--- config.mk ---
export PLATFORM = sky130hd
export DESIGN_NAME = nia_monitor
export DESIGN_NICKNAME = d
export VERILOG_FILES = /design/src/shared/nia_pkg.sv /design/src/shared/nia_src_if.sv /design/src/hw/nia_sentence_chk.sv /design/src/hw/nia_monitor.sv
export SDC_FILE = /design/constraint.sdc
export NUM_CORES = 1
export LEC_CHECK = 0
export ABC_AREA = 1
export ABC_CLOCK_PERIOD_IN_PS = 2600
export BUFFER_PORTS_ARGS = -buffer_cell sky130_fd_sc_hd__clkbuf_2
export CAP_MARGIN = 20
export CORE_ASPECT_RATIO = 0.5
export CORE_MARGIN = 5
export CORE_UTILIZATION = 47
export CTS_BUF_LIST = sky130_fd_sc_hd__clkbuf_2
export DETAILED_ROUTE_END_ITERATION = 6
export GPL_TIMING_DRIVEN = 0
export PLACE_DENSITY_LB_ADDON = 0.1
export SYNTH_ARGS = -nofsm -noshare
export SYNTH_HDL_FRONTEND = slang
export SYNTH_SLANG_ARGS = --single-unit
--- constraint.sdc ---
create_clock -name clk -period 2.6 [get_ports clk]
set_input_delay 0.26 -clock clk [delete_from_list [all_inputs] [get_ports clk]]
set_output_delay 0.26 -clock clk [all_outputs]
set_load 0.02 [all_outputs]
--- src/shared/nia_pkg.sv ---
// package: constants and types for the navigation input alarm monitor
package nia_pkg;
  // input sources
  localparam int          NUM_SRC        = 4;
  localparam int          SRC_HEADING    = 0;
  localparam int          SRC_TURN_RATE  = 1;
  localparam int          SRC_SPEED      = 2;
  localparam int          SRC_LATITUDE   = 3;

  // timing
  localparam longint      CLK_HZ         = 64'd10_000_000;
  localparam longint      SILENCE_SEC    = 64'd10;
  localparam longint      SILENCE_CYCLES = CLK_HZ * SILENCE_SEC;
  localparam int          TMR_W          = 27;

  // alarm codes, three decimal digits held as a 10-bit binary value
  localparam logic [9:0]  CODE_NONE      = 10'h000;
  localparam logic [9:0]  CODE_HDG_TMO   = 10'd90;
  localparam logic [9:0]  CODE_HDG_PROTO = 10'd91;
  localparam logic [9:0]  CODE_HDG_CSUM  = 10'd92;
  localparam logic [9:0]  CODE_HDG_INVAL = 10'd93;
  localparam logic [9:0]  CODE_TRN_TMO   = 10'd94;
  localparam logic [9:0]  CODE_TRN_CSUM  = 10'd96;
  localparam logic [9:0]  CODE_TRN_INVAL = 10'd97;
  localparam logic [9:0]  CODE_SPD_TMO   = 10'd100;
  localparam logic [9:0]  CODE_SPD_CSUM  = 10'd102;
  localparam logic [9:0]  CODE_SPD_INVAL = 10'd103;
  localparam logic [9:0]  CODE_LAT_TMO   = 10'd110;
  localparam logic [9:0]  CODE_LAT_CSUM  = 10'd112;
  localparam logic [9:0]  CODE_LAT_INVAL = 10'd113;

  // alarm vector bit positions
  localparam int          NUM_ALM        = 13;
  localparam int          A_HDG_TMO      = 0;
  localparam int          A_HDG_PROTO    = 1;
  localparam int          A_HDG_CSUM     = 2;
  localparam int          A_HDG_INVAL    = 3;
  localparam int          A_TRN_TMO      = 4;
  localparam int          A_TRN_CSUM     = 5;
  localparam int          A_TRN_INVAL    = 6;
  localparam int          A_SPD_TMO      = 7;
  localparam int          A_SPD_CSUM     = 8;
  localparam int          A_SPD_INVAL    = 9;
  localparam int          A_LAT_TMO      = 10;
  localparam int          A_LAT_CSUM     = 11;
  localparam int          A_LAT_INVAL    = 12;

  // checksum state of the per-source sentence parser
  typedef enum logic [1:0] {CK_IDLE, CK_BODY, CK_HI, CK_LO} nia_ck_state_t;
endpackage

--- src/shared/nia_src_if.sv ---
// interface: per-source sentence results from checker to monitor
`timescale 1ns/100ps
interface nia_src_if;
  logic done;      // one-cycle pulse: a complete sentence ended
  logic csum_bad;  // with done: computed checksum differs
  logic invalid;   // with done: sender flagged data invalid
  modport chk (output done, output csum_bad, output invalid);
  modport mon (input done, input csum_bad, input invalid);
endinterface

--- src/hw/nia_sentence_chk.sv ---
// module: checksum check of one serial sentence stream
`timescale 1ns/100ps
module nia_sentence_chk (
  input  wire logic       clk,        // 10 MHz clock
  input  wire logic       rst_n,      // synchronous reset, active low
  input  wire logic       byte_vld,   // one-cycle strobe for rx_byte
  input  wire logic [7:0] rx_byte,    // received character
  input  wire logic       invalid_in, // sender's data-invalid status for this sentence
  nia_src_if.chk          res         // sentence result
);
  nia_pkg::nia_ck_state_t st_reg;
  nia_pkg::nia_ck_state_t st_next;
  logic [7:0]             xor_reg;
  logic [7:0]             xor_next;
  logic [3:0]             hi_reg;
  logic                   inv_reg;
  logic                   done_reg;
  logic                   bad_reg;
  logic                   inv_out_reg;

  // ascii hex digit to nibble; non-hex reads as 0 and then mismatches
  function automatic logic [3:0] hexval(input logic [7:0] c);
    logic [3:0] v;
    v = 4'h0;
    if (c >= 8'h30 && c <= 8'h39)
      v = c[3:0];
    else if (c >= 8'h41 && c <= 8'h46)
      v = c[3:0] + 4'h9;
    return v;
  endfunction

  wire is_start = byte_vld && (rx_byte == 8'h24 || rx_byte == 8'h21); // '$' or '!'
  wire is_star  = byte_vld && rx_byte == 8'h2a;                       // '*'
  wire [7:0] rx_sum = {hi_reg, hexval(rx_byte)};

  // xor over the body between start and '*', as the sender computes it
  always_comb
  begin
    st_next  = st_reg;
    xor_next = xor_reg;
    if (is_start)
    begin
      st_next  = nia_pkg::CK_BODY;
      xor_next = 8'h00;
    end
    else if (byte_vld)
    begin
      case (st_reg)
        nia_pkg::CK_BODY: if (is_star) st_next = nia_pkg::CK_HI;
                          else xor_next = xor_reg ^ rx_byte;
        nia_pkg::CK_HI:   st_next = nia_pkg::CK_LO;
        nia_pkg::CK_LO:   st_next = nia_pkg::CK_IDLE;
        default:          st_next = nia_pkg::CK_IDLE;
      endcase
    end
  end

  // result pulse on the second checksum digit
  always_ff @(posedge clk)
  begin
    if (!rst_n)
    begin
      st_reg      <= nia_pkg::CK_IDLE;
      xor_reg     <= 8'h00;
      hi_reg      <= 4'h0;
      inv_reg     <= 1'b0;
      done_reg    <= 1'b0;
      bad_reg     <= 1'b0;
      inv_out_reg <= 1'b0;
    end
    else
    begin
      st_reg   <= st_next;
      xor_reg  <= xor_next;
      done_reg <= byte_vld && !is_start && st_reg == nia_pkg::CK_LO;
      if (byte_vld && st_reg == nia_pkg::CK_HI)
        hi_reg <= hexval(rx_byte);
      if (is_start)
        inv_reg <= 1'b0;
      else if (invalid_in)
        inv_reg <= 1'b1;
      if (byte_vld && !is_start && st_reg == nia_pkg::CK_LO)
      begin
        bad_reg     <= rx_sum != xor_reg;
        inv_out_reg <= inv_reg || invalid_in;
      end
    end
  end

  assign res.done     = done_reg;
  assign res.csum_bad = bad_reg;
  assign res.invalid  = inv_out_reg;
endmodule

--- src/hw/nia_monitor.sv ---
// module: alarm monitor for heading, turn rate, speed and latitude inputs
`timescale 1ns/100ps
module nia_monitor #(
  parameter longint SILENCE_CYCLES = nia_pkg::SILENCE_CYCLES  // silence limit in clocks
) (
  input  wire logic       clk,           // 10 MHz clock
  input  wire logic       rst_n,         // synchronous reset, active low
  input  wire logic [3:0] byte_vld,      // per-source character strobe
  input  wire logic [7:0] rx_byte_hdg,   // heading character
  input  wire logic [7:0] rx_byte_trn,   // turn_rate_input character
  input  wire logic [7:0] rx_byte_spd,   // speed character
  input  wire logic [7:0] rx_byte_lat,   // latitude character
  input  wire logic [3:0] invalid_flag,  // per-source data-invalid status from parser
  input  wire logic       hdg_overrun,   // heading receiver overrun pulse
  input  wire logic       hdg_framing,   // heading receiver framing pulse
  input  wire logic       hdg_parity,    // heading receiver parity pulse
  input  wire logic       auto_spd_corr, // automatic speed error correction selected
  output logic [12:0]     alarm_vec,     // active alarms, one bit per code
  output logic            alarm_any,     // any alarm active
  output logic [9:0]      alarm_code     // lowest active code, 0 when none
);
  localparam logic [nia_pkg::TMR_W-1:0] TMR_MAX =
    nia_pkg::TMR_W'(SILENCE_CYCLES);

  logic [nia_pkg::NUM_ALM-1:0]  alm_reg;
  logic [nia_pkg::NUM_ALM-1:0]  alm_next;
  logic                         any_reg;
  logic [9:0]                   code_reg;
  logic [9:0]                   code_next;
  logic                         proto_reg;
  logic [nia_pkg::NUM_SRC-1:0]  tmo;
  logic [nia_pkg::NUM_SRC-1:0]  done;
  logic [nia_pkg::NUM_SRC-1:0]  bad;
  logic [nia_pkg::NUM_SRC-1:0]  inv;
  logic [7:0]                   bytes [nia_pkg::NUM_SRC];

  assign bytes[nia_pkg::SRC_HEADING]   = rx_byte_hdg;
  assign bytes[nia_pkg::SRC_TURN_RATE] = rx_byte_trn;
  assign bytes[nia_pkg::SRC_SPEED]     = rx_byte_spd;
  assign bytes[nia_pkg::SRC_LATITUDE]  = rx_byte_lat;

  // one checker and one silence timer per source
  genvar g;
  generate
    for (g = 0; g < nia_pkg::NUM_SRC; g++)
    begin : gen_src
      nia_src_if                   sif ();
      logic [nia_pkg::TMR_W-1:0]   tmr_reg;

      nia_sentence_chk u_chk (
        .clk        (clk),
        .rst_n      (rst_n),
        .byte_vld   (byte_vld[g]),
        .rx_byte    (bytes[g]),
        .invalid_in (invalid_flag[g]),
        .res        (sif.chk)
      );

      assign done[g] = sif.done;
      assign bad[g]  = sif.csum_bad;
      assign inv[g]  = sif.invalid;
      // timer saturates; alarm once count reaches the limit
      assign tmo[g]  = tmr_reg == TMR_MAX;

      // restart on each complete sentence
      always_ff @(posedge clk)
      begin
        if (!rst_n || done[g])
          tmr_reg <= '0;
        else if (!tmo[g])
          tmr_reg <= tmr_reg + 1'b1;
      end
    end
  endgenerate

  // receiver faults latch until the next sentence proves the line good
  wire proto_evt = hdg_overrun || hdg_framing || hdg_parity;
  wire gate_sp   = auto_spd_corr; // speed and latitude alarms only under auto correction

  // alarm levels; checksum and invalid stand until the next sentence result
  always_comb
  begin
    alm_next = alm_reg;
    alm_next[nia_pkg::A_HDG_TMO]   = tmo[nia_pkg::SRC_HEADING];
    alm_next[nia_pkg::A_HDG_PROTO] = proto_evt || proto_reg;
    alm_next[nia_pkg::A_TRN_TMO]   = tmo[nia_pkg::SRC_TURN_RATE];
    alm_next[nia_pkg::A_SPD_TMO]   = gate_sp && tmo[nia_pkg::SRC_SPEED];
    alm_next[nia_pkg::A_LAT_TMO]   = gate_sp && tmo[nia_pkg::SRC_LATITUDE];
    if (done[nia_pkg::SRC_HEADING])
    begin
      alm_next[nia_pkg::A_HDG_CSUM]  = bad[nia_pkg::SRC_HEADING];
      alm_next[nia_pkg::A_HDG_INVAL] = inv[nia_pkg::SRC_HEADING];
    end
    if (done[nia_pkg::SRC_TURN_RATE])
    begin
      alm_next[nia_pkg::A_TRN_CSUM]  = bad[nia_pkg::SRC_TURN_RATE];
      alm_next[nia_pkg::A_TRN_INVAL] = inv[nia_pkg::SRC_TURN_RATE];
    end
    if (done[nia_pkg::SRC_SPEED])
    begin
      alm_next[nia_pkg::A_SPD_CSUM]  = bad[nia_pkg::SRC_SPEED];
      alm_next[nia_pkg::A_SPD_INVAL] = inv[nia_pkg::SRC_SPEED];
    end
    if (done[nia_pkg::SRC_LATITUDE])
    begin
      alm_next[nia_pkg::A_LAT_CSUM]  = bad[nia_pkg::SRC_LATITUDE];
      alm_next[nia_pkg::A_LAT_INVAL] = inv[nia_pkg::SRC_LATITUDE];
    end
    if (!gate_sp)
    begin
      // suppression also drops held speed and latitude alarms
      alm_next[nia_pkg::A_SPD_CSUM]  = 1'b0;
      alm_next[nia_pkg::A_SPD_INVAL] = 1'b0;
      alm_next[nia_pkg::A_LAT_CSUM]  = 1'b0;
      alm_next[nia_pkg::A_LAT_INVAL] = 1'b0;
    end
  end

  // lowest active code wins, so the heading group shows first
  always_comb
  begin
    code_next = nia_pkg::CODE_NONE;
    if (alm_next[nia_pkg::A_HDG_TMO])        code_next = nia_pkg::CODE_HDG_TMO;
    else if (alm_next[nia_pkg::A_HDG_PROTO]) code_next = nia_pkg::CODE_HDG_PROTO;
    else if (alm_next[nia_pkg::A_HDG_CSUM])  code_next = nia_pkg::CODE_HDG_CSUM;
    else if (alm_next[nia_pkg::A_HDG_INVAL]) code_next = nia_pkg::CODE_HDG_INVAL;
    else if (alm_next[nia_pkg::A_TRN_TMO])   code_next = nia_pkg::CODE_TRN_TMO;
    else if (alm_next[nia_pkg::A_TRN_CSUM])  code_next = nia_pkg::CODE_TRN_CSUM;
    else if (alm_next[nia_pkg::A_TRN_INVAL]) code_next = nia_pkg::CODE_TRN_INVAL;
    else if (alm_next[nia_pkg::A_SPD_TMO])   code_next = nia_pkg::CODE_SPD_TMO;
    else if (alm_next[nia_pkg::A_SPD_CSUM])  code_next = nia_pkg::CODE_SPD_CSUM;
    else if (alm_next[nia_pkg::A_SPD_INVAL]) code_next = nia_pkg::CODE_SPD_INVAL;
    else if (alm_next[nia_pkg::A_LAT_TMO])   code_next = nia_pkg::CODE_LAT_TMO;
    else if (alm_next[nia_pkg::A_LAT_CSUM])  code_next = nia_pkg::CODE_LAT_CSUM;
    else if (alm_next[nia_pkg::A_LAT_INVAL]) code_next = nia_pkg::CODE_LAT_INVAL;
  end

  // fault event wins over the clearing sentence in the same cycle
  always_ff @(posedge clk)
  begin
    if (!rst_n)
    begin
      proto_reg <= 1'b0;
      alm_reg   <= '0;
      any_reg   <= 1'b0;
      code_reg  <= nia_pkg::CODE_NONE;
    end
    else
    begin
      proto_reg <= proto_evt || (proto_reg && !done[nia_pkg::SRC_HEADING]);
      alm_reg   <= alm_next;
      any_reg   <= |alm_next;
      code_reg  <= code_next;
    end
  end

  assign alarm_vec  = alm_reg;
  assign alarm_any  = any_reg;
  assign alarm_code = code_reg;
endmodule

Yosys cells after proc, flatten, opt, wreduce, memory -nomap -nowiden
Index checks and enable logic that the tools add are counted.
{ "classes": {"addsub": 8, "order_cmp": 16, "n_eq_ne": 40, "mux": 43, "n_bitwise": 9, "reduce_logical": 78} }
{ "op_table": {"columns": ["operator", "count"], "rows": [
  ["27-bit by 1-bit adder with 27-bit output, second input constant", 4],
  ["27-bit == test, second input constant", 4],
  ["8-bit by 6-bit == test with 1-bit output, second input constant", 12],
  ["7-bit 2-to-1 mux", 13],
  ["8-bit by 6-bit greater-or-equal comparator with 1-bit output, second input constant", 4],
  ["8-bit by 7-bit greater-or-equal comparator with 1-bit output, second input constant", 4],
  ["8-bit by 6-bit <= comparator with 1-bit output, second input constant", 4],
  ["8-bit by 7-bit <= comparator with 1-bit output, second input constant", 4],
  ["4-bit 2-to-1 mux", 8],
  ["8-bit inequality test", 4],
  ["8-bit bitwise XOR", 4],
  ["1-bit logical AND", 31],
  ["13-bit OR reduction", 2],
  ["2-bit 2-to-1 mux", 10],
  ["4-bit adder, second input constant", 4],
  ["2-bit == test, second input constant", 8],
  ["1-bit logical OR", 16],
  ["2-bit case mux with 2 select lines", 4],
  ["2-bit AND reduction", 8],
  ["3-bit by 1-bit inequality test with 1-bit output, second input constant", 4],
  ["3-bit AND reduction", 4],
  ["2-bit OR reduction", 5],
  ["2-bit by 1-bit == test with 1-bit output, second input constant", 4],
  ["1-bit 2-to-1 mux", 8],
  ["other kinds (6)", 21]
]} }
{ "word_totals": {"regBits": 205, "inputBits": 46, "out_inout_bits": 24} }

Depth between registers and ports, before layout
Gate-level depths: netlist of the first run.
{ "logic_depth": {"ltp_word": 15, "depth_mapped": 15} }

Hierarchy
From an unflattened synthesis of the first run, not the netlist that was laid out.
{ "unflattened": {"hier_cells": 1557, "area_unflattened_um2": 10930.5} }
{ "modules_own_cells": {"columns": ["module", "n_inst", "cells_per_inst", "area_per_inst_um2"], "rows": [
  ["nia_monitor", 1, 894, 6248.5],
  ["nia_sentence_chk at gen_src[1].u_chk ...", 2, 164, 1152.4],
  ["nia_sentence_chk at gen_src[3].u_chk", 1, 169, 1219.9],
  ["nia_sentence_chk at gen_src[0].u_chk", 1, 166, 1157.4]
]} }

Worst setup path before layout of the first run
OpenSTA, ideal clock, no wires.
{ "synth_path": {"path_type": "flip-flop to flip-flop", "startpoint": "register gen_src[2].tmr_reg[0] (netlist name)", "endpoint": "register gen_src[2].tmr_reg[24] (netlist name)", "setup_ps": 117, "arrival_time_ps": 1595, "t_required_ps": 2483, "path_slack_ps": 888, "stages_incl_launch_ff": 11, "path_buffers": 0, "synth_period_minus_slack_ps": 1712, "cell_sequence": "dfxtp_1 > ha_1 > nand2_1 > nor3_4 > nand3_2 > nor3_4 > nand2_1 > nor2_1 > nand2_1 > o21ai_1 > a21oi_1"} }
{ "synth_via": {"elab_chain_cells": 1} }
{ "synth_rtl": {"columns": ["item", "line", "rtl"], "rows": [
  ["start: declaration", "nia_monitor.sv:48", "logic [nia_pkg::TMR_W-1:0] tmr_reg;"],
  ["start signal: assignment", "nia_monitor.sv:71", "tmr_reg <= tmr_reg + 1'b1;"],
  ["27-bit by 1-bit adder with 27-bit output / 27-bit == test (equally long branches)", "nia_monitor.sv:71, nia_monitor.sv:63", null]
]} }
Parallel ways exist; a longest one is shown, timed or not.
A chain may end at the register's enable or synchronous reset.

Final worst setup path of the first run
{ "layout_path": {"startpoint": "input rx_byte_hdg[6]", "endpoint": "register gen_src[0].u_chk.inv_reg"} }
{ "layout_via": {"elab_chain_cells": 4} }
{ "layout_rtl": {"columns": ["item", "line", "rtl"], "rows": [
  ["start: declaration", "nia_monitor.sv:9", "input wire logic [7:0] rx_byte_hdg,"],
  ["8-bit by 6-bit == test with 1-bit output", "nia_sentence_chk.sv:32", "wire is_start = byte_vld && (rx_byte == 8'h24 || rx_byte == 8'h21);"],
  ["1-bit logical OR (*)", "nia_sentence_chk.sv:32", null],
  ["1-bit logical AND (*)", "nia_sentence_chk.sv:32", null],
  ["2-bit OR reduction (no line) (*)", null, null],
  ["end signal: assignment", "nia_sentence_chk.sv:66", "inv_reg <= 1'b0;"],
  ["end signal: assignment", "nia_sentence_chk.sv:79", "inv_reg <= 1'b0;"],
  ["end signal: assignment", "nia_sentence_chk.sv:81", "inv_reg <= 1'b1;"],
  ["end: declaration", "nia_sentence_chk.sv:16", "logic inv_reg;"]
]} }
Every way passes the cells marked *; elsewhere a longest branch is shown, timed or not.

==> out/metrics.yaml, run 1 <==
place:
  place_congestion: 0.8807
  portBuffers: 65
  dpl.hpwl_microns: 18870
synthesis:
  ys_warn_count: 0
  syn_inst: 1516
  synthDistinctLibCells: 48
  ys_async_sr_fraction_pct: 0
  ys_seq_elements: 202
  synth_edf_count: 0
  ys_seq_area_share_pct: 38.06
  avgSynthCellArea_sq_um: 7.009
  yosysTopAreaCellShare_pct: 38.06
  syn_area_sq_um: 10630
  synth_area_leaders: "dfxtp_1 38%, nand2_1 9.1%, inv_1 8.6%"
  synth_area_leader_cell: "dfxtp_1"
  synth.most_common_cell: "nand2_1"
  synth_commonest_cells: "259 x nand2_1, 243 x inv_1, 202 x dfxtp_1"
  ys_dominant_reg_cell: "dfxtp_1"
die:
  ios: 70
  start_util_pct: 48.37
  die_w_microns: 222.6
  core_sq_um: 21970
  die-area_sq_um: 25900
  num_rows: 38
  die_y_microns: 116.3
finish:
  postLayoutCoreUtil_pct: 56.22
  layout.nets: 1778
  diodes: 0
  largest_reg_flops: 108
  drive_above_1_share_pct: 10.50
  area_growth_pct: 16.23
setup_path:
  cp-start-kind: "primary input"
  crit_chain: "dlygate4sd3_1 -> clkbuf_2 -> inv_1 -> nand2_1 -> nor3_1 -> dlygate4sd3_1 -> nand3_1 -> nand2_1 -> a21oi_1 -> dlygate4sd3_1"
  cp-end-kind: "flip-flop"
  arrival_ns: 2.99
  worstPathMaxFanout: 5
  worst_path_max_delay_cell: "dlygate4sd3_1"
  worstPathRequired_ns: 3.22
  slowest_delay_ns: 0.63
  crit_top_cell: "dlygate4sd3_1"
  crit_type: "in -> reg"
cts:
  cts_root_buf: "clkbuf_2"
  cts_tree: "done"
  cts_sinks: 202
  cts_buffer_depth: 3
  worstSkewPairLatency_ns: 0.78
  post_cts_buffers: 0
  cts.clk_slew.worst_paths_ns: 0.13
  numCtsBuffers: 47
  h-tree-depth: 2
sta:
  setup_viol: 0
  setup-tns-final_ns: 0
  skew_ns: 0.05386
  holdWs_ns: 0.3021
  maxSlewHeadroom_pct: 51.50
  min_period_ns: 2.360
  fin_crit_sh_pct: 90.77
  final-max-slew-violation-count: 0
  tightest_slew_ns: 0.7249
  rsz0062_at_grt: "false"
  hold_violations: 0
  max_freq_mhz: 423.7
pwr:
  p_comb_share_pct: 9.1
  ir_drop_v: 0.0002572
  pwr_density_cell_nw_per_um2: 477.9
  total_power_mw: 5.902
  power_switching_mw: 1.686
  p_sw_share_pct: 28.56
  power_frac_seq_pct: 54.2
  intPower_mw: 4.217
  clkPwrFrac_pct: 36.7
  cellLeakagePower_nw: 5.222
run_status:
  status: "complete, no violations"
grt:
  grt_start_max_net_pins: 13
  antenna_found_initial: 0
  grt.overflow.total: 0
  grt_use_total_pct: 19.95
  grt_pass1_vias: 9899
  grt_pass1_wl_microns: 44540
job:
  maxCapViolCount: 0
route:
  vias_per_cell: 5.087
  dr.pass1.iters: 5
  drt_iter0_markers: 555
  vias: 10300
  post-route-drc-count: 0
  wirelength_microns: 25680
  antenna_left: 0
  wl_per_cell_microns: 12.69
hold_path:
  holdCritPathClass: "in -> reg"
==> placed cells by master, fill, tap and decap left out, types with 56 or more instances in the layout <==
cell / instances
a21oi_1: 132
clkbuf_2: 124
dfxtp_1: 202
dlygate4sd3_1: 56
inv_1: 243
nand2_1: 259
nand3_1: 80
nor2_1: 143
nor3_1: 65
o21ai_0: 130
==> power by group through the flow <==
stage | clock network, mW | registers (mW) | logic [mW]
final | 2.16 | 3.20 | 0.536
after global routing | 2.46 | 3.21 | 0.612
after CTS | 2.26 | 3.20 | 0.535
after detailed placement | 0 | 3.27 | 0.475
after global placement | 0 | 3.27 | 0.460
after floorplan | 0 | 3.27 | 0.311
==> through the flow <==
step | instances | cell area, sq um | setup WS [ns]
6_report | 2024 | 12350 | 0.2399
5_1_grt | 2024 | 12350 | 0.1240
4_1_cts | 2024 | 12350 | 0.3683
3_5_place_dp | 1883 | 11330 | 0.3828
3_3_place_gp | 1883 | 11330 | 0.3685
2_1_floorplan | 1518 | 10630 | 0.8881
==> worst max-delay path, delay by kind of cell <==
family	cells	cell delay, ns
AOI/OAI and AO/OA	1	0.06
buffers and inverters	5	1.94
and+or+nand+nor	4	0.71
==> metal layers <==
metal | share of wire, % | GRT usage, %
met5 | 0 | 0
met4 | 1.7 | 5.261
met3 | 5.0 | 4.420
met2 | 47 | 35.15
met1 | 47 | 25.24
==> layout make-up <==
cell class                 count  area [sq um]
clock inverter                26         160.2
inverter                     247         927.1
fill                        2149          9617
multi-input combinational   1050          5575
timing repair buffer         121         885.9
clock buffer                  59         295.3
sequential                   202          4044
buffer                        19         86.33
tap                          300         375.4
==> what timing repair did <==
item / in CTS / in global routing
gates resized for setup: 0 / 0
endpoints found under the hold margin: 78 / 0
hold buffers: 56 / 0
endpoints found under the setup margin: 0 / 0
==> final timing paths <==
path,from,end,slack (ns),cells past startpoint
worst max register to register,gen_src[0].tmr_reg[0]$_SDFFE_PP0N_,alarm_code[4]$_SDFF_PN0_,0.51,8
worst max-delay path,rx_byte_hdg[6],gen_src[0].u_chk.inv_reg$_SDFFE_PP0P_,0.24,10
worst min register to register,gen_src[0].u_chk.xor_reg[7]$_SDFFE_PP0P_,gen_src[0].u_chk.xor_reg[7]$_SDFFE_PP0P_,0.44,1
worst min-delay path,invalid_flag[1],gen_src[1].u_chk.inv_reg$_SDFFE_PP0P_,0.30,4
==> logic make-up after synthesis <==
family          count (synthesis)  share of synthesized area [%]
compound gates                311                          15.51
xor+xnor                       27                          2.226
fa+ha+maj                      44                          5.181
buf+inv                       266                          9.538
flops                         202                          38.06
mux                             3                         0.2826
other cells                     1                        0.03529
simple gates                  662                          29.17
Note: power is estimated with default switching activity, not from simulation.
==> run 2, diff against run 1 <==
--- a/config.mk
+++ b/config.mk
@@ -11,11 +11,12 @@
 export CAP_MARGIN = 20
 export CORE_ASPECT_RATIO = 0.5
 export CORE_MARGIN = 5
-export CORE_UTILIZATION = 47
+export CORE_UTILIZATION = 30
 export CTS_BUF_LIST = sky130_fd_sc_hd__clkbuf_2
 export DETAILED_ROUTE_END_ITERATION = 6
 export GPL_TIMING_DRIVEN = 0
 export PLACE_DENSITY_LB_ADDON = 0.1
+export REMOVE_ABC_BUFFERS = 1
 export SYNTH_ARGS = -nofsm -noshare
 export SYNTH_HDL_FRONTEND = slang
 export SYNTH_SLANG_ARGS = --single-unit
==> out/metrics.yaml, run 2 (same netlist as run 1, synthesis figures left out) <==
route:
  wirelength_microns: 27440  # was 25680 microns
  drt_iter0_markers: 364  # was 555
  wl_per_cell_microns: 12.52  # was 12.69 microns
  post-route-drc-count: 0  # unchanged
  vias: 10100  # was 10300
  vias_per_cell: 4.610  # was 5.087
  antenna_left: 0  # unchanged
  dr.pass1.iters: 5  # unchanged
sta:
  maxSlewHeadroom_pct: 31.59  # was 51.50%
  rsz0062_at_grt: "true"  # was false
  setup_viol: 1  # was 0
  skew_ns: 0.06529  # was 0.05386 ns
  max_freq_mhz: 369.5  # was 423.7 MHz
  setup-tns-final_ns: -0.1060  # was 0 ns
  hold_violations: 0  # unchanged
  tightest_slew_ns: 1.025  # was 0.7249 ns
  final-max-slew-violation-count: 0  # unchanged
  fin_crit_sh_pct: 104.1  # was 90.77%
  min_period_ns: 2.706  # was 2.360 ns
  fin_ws_ns: -0.1060  # was 0.2399 ns
die:
  start_util_pct: 30.61  # was 48.37%
  num_rows: 48  # was 38
  core_sq_um: 34710  # was 21970 sq um
  die-area_sq_um: 39510  # was 25900 sq um
  die_w_microns: 276.1  # was 222.6 microns
  ios: 70  # unchanged
  die_y_microns: 143.1  # was 116.3 microns
pwr:
  cellLeakagePower_nw: 5.214  # was 5.222 nW
  ir_drop_v: 0.0001682  # was 0.0002572 V
  pwr_density_cell_nw_per_um2: 460.6  # was 477.9 nW/um^2
  total_power_mw: 5.772  # was 5.902 mW
place:
  place_congestion: 0.8595  # was 0.8807
  dpl.hpwl_microns: 20500  # was 18870 microns
  portBuffers: 66  # was 65
cts:
  cts_sinks: 202  # unchanged
  cts.clk_slew.worst_paths_ns: 0.11  # was 0.13 ns
  cts_buffer_depth: 3  # unchanged
  h-tree-depth: 2  # unchanged
  numCtsBuffers: 50  # was 47
  cts_tree: "done"  # unchanged
  worstSkewPairLatency_ns: 0.86  # was 0.78 ns
  cts_root_buf: "clkbuf_2"  # unchanged
grt:
  grt_pass1_vias: 9635  # was 9899
  grt_pass1_wl_microns: 46350  # was 44540 microns
  grt.overflow.total: 0  # unchanged
  antenna_found_initial: 1  # was 0
  grt_start_max_net_pins: 33  # was 13
  grt_use_total_pct: 13.77  # was 19.95%
setup_path:
  crit_chain: "dlygate4sd3_1 -> clkbuf_2 -> inv_1 -> nand2_1 -> nor3_2 -> dlygate4sd3_1 -> nand2_1 -> dlygate4sd3_1 -> nand3_1 -> inv_1 -> o21ai_0 -> a31oi_1 -> dlygate4sd3_1"  # was dlygate4sd3_1 -> clkbuf_2 -> inv_1 -> nand2_1 -> nor3_1 -> dlygate4sd3_1 -> nand3_1 -> nand2_1 -> a21oi_1 -> dlygate4sd3_1
  cp-start-kind: "primary input"  # unchanged
  crit_top_cell: "dlygate4sd3_1"  # unchanged
  worst_path_max_delay_cell: "dlygate4sd3_1"  # unchanged
  crit_type: "in -> reg"  # unchanged
  worstPathMaxFanout: 4  # was 5
  cp_num_buf_inv: 7  # was 5
  path_delay_family: "buffers and inverters"  # unchanged
  cp-end-kind: "flip-flop"  # unchanged
  arrival_ns: 3.46  # was 2.99 ns
  slowest_delay_ns: 0.61  # was 0.63 ns
  worstPathRequired_ns: 3.35  # was 3.22 ns
finish:
  drive_above_1_share_pct: 10.85  # was 10.50%
  most-common-layout-cells: "259 x nand2_1, 243 x inv_1, 202 x dfxtp_1"  # unchanged
  postLayoutCoreUtil_pct: 36.10  # was 56.22%
  final_common_cell: "nand2_1"  # unchanged
  layout.nets: 1770  # was 1778
  area_growth_pct: 17.93  # was 16.23%
  largest_reg_flops: 108  # unchanged
run_status:
  violations: "negative setup slack"
  status: "finished, violations left"  # was complete, no violations
job:
  maxCapViolCount: 0  # unchanged
hold_path:
  holdCritPathClass: "in -> reg"  # unchanged
==> run 2: final timing paths <==
kind,from,end,slack (ns),cells past startpoint
worst max-delay path,rx_byte_trn[7],gen_src[1].u_chk.res.invalid$_SDFFE_PN0P_,-0.11,13
worst min-delay path,rst_n,gen_src[3].u_chk.res.invalid$_SDFFE_PN0P_,0.15,3
worst max register to register,gen_src[1].tmr_reg[0]$_SDFFE_PP0N_,alarm_code[3]$_SDFF_PN0_,0.42,8
worst min register to register,gen_src[2].u_chk.inv_reg$_SDFFE_PP0P_,gen_src[2].u_chk.inv_reg$_SDFFE_PP0P_,0.46,2
==> run 2: area by class of cell <==
cell class	count	area, sq um
diodes	1	2.502
clock buffers	69	345.3
clock inverters	18	72.57
fillers	3799	22180
inverters	247	927.1
multi-input cells	1050	5583
flip-flops and latches	202	4044
well taps	475	594.3
repair buffers	129	962.2
==> run 2: routing by layer <==
layer / GRT usage (%) / vias to the layer above / part of all wire [%]
li1: - / 5360 / -
met1: 18.12 / 4548 / 49
met3: 3.104 / 47 / 4.2
met5: 0 / - / 0
met4: 4.621 / 0 / 2.2
met2: 22.64 / 146 / 45
==> run 2: power by group <==
part	internal [mW]	switching, mW	total, mW
Sequential	3.15	0.0469	3.20
Combinational	0.218	0.316	0.534
Clock	0.719	1.32	2.04
==> run 2: stage by stage <==
step | instance area, sq um | setup slack (ns) | cells | hold WS (ns)
after global placement | 11470 | -1.342 | 2040 | 0.4245
final | 12530 | -0.1060 | 2191 | 0.1461
after floorplan | 10550 | 0.8424 | 1499 | 0.3651
after CTS | 12520 | 0.05816 | 2190 | 0.01319
after detailed placement | 11510 | -0.7742 | 2044 | 0.4288
after global routing | 12530 | -0.08258 | 2191 | 0.06612
==> run 2: repair_timing <==
item,in CTS,in global routing
endpoints found under the setup margin,0,2
buffers inserted,0,0
hold endpoints to repair,88,0
hold buffers,59,0
resized for setup,0,2
==> run 2: worst reg2reg max path: stages, from the launching register on <==
cell and delay [ns]:
dfxtp_1 0.42, inv_1 0.07, ha_1 0.20, nand4_1 0.08, nor2_1 0.06, nand3_1 0.34, nand2_1 0.13, nor3_1 0.52
o22ai_1 0.15
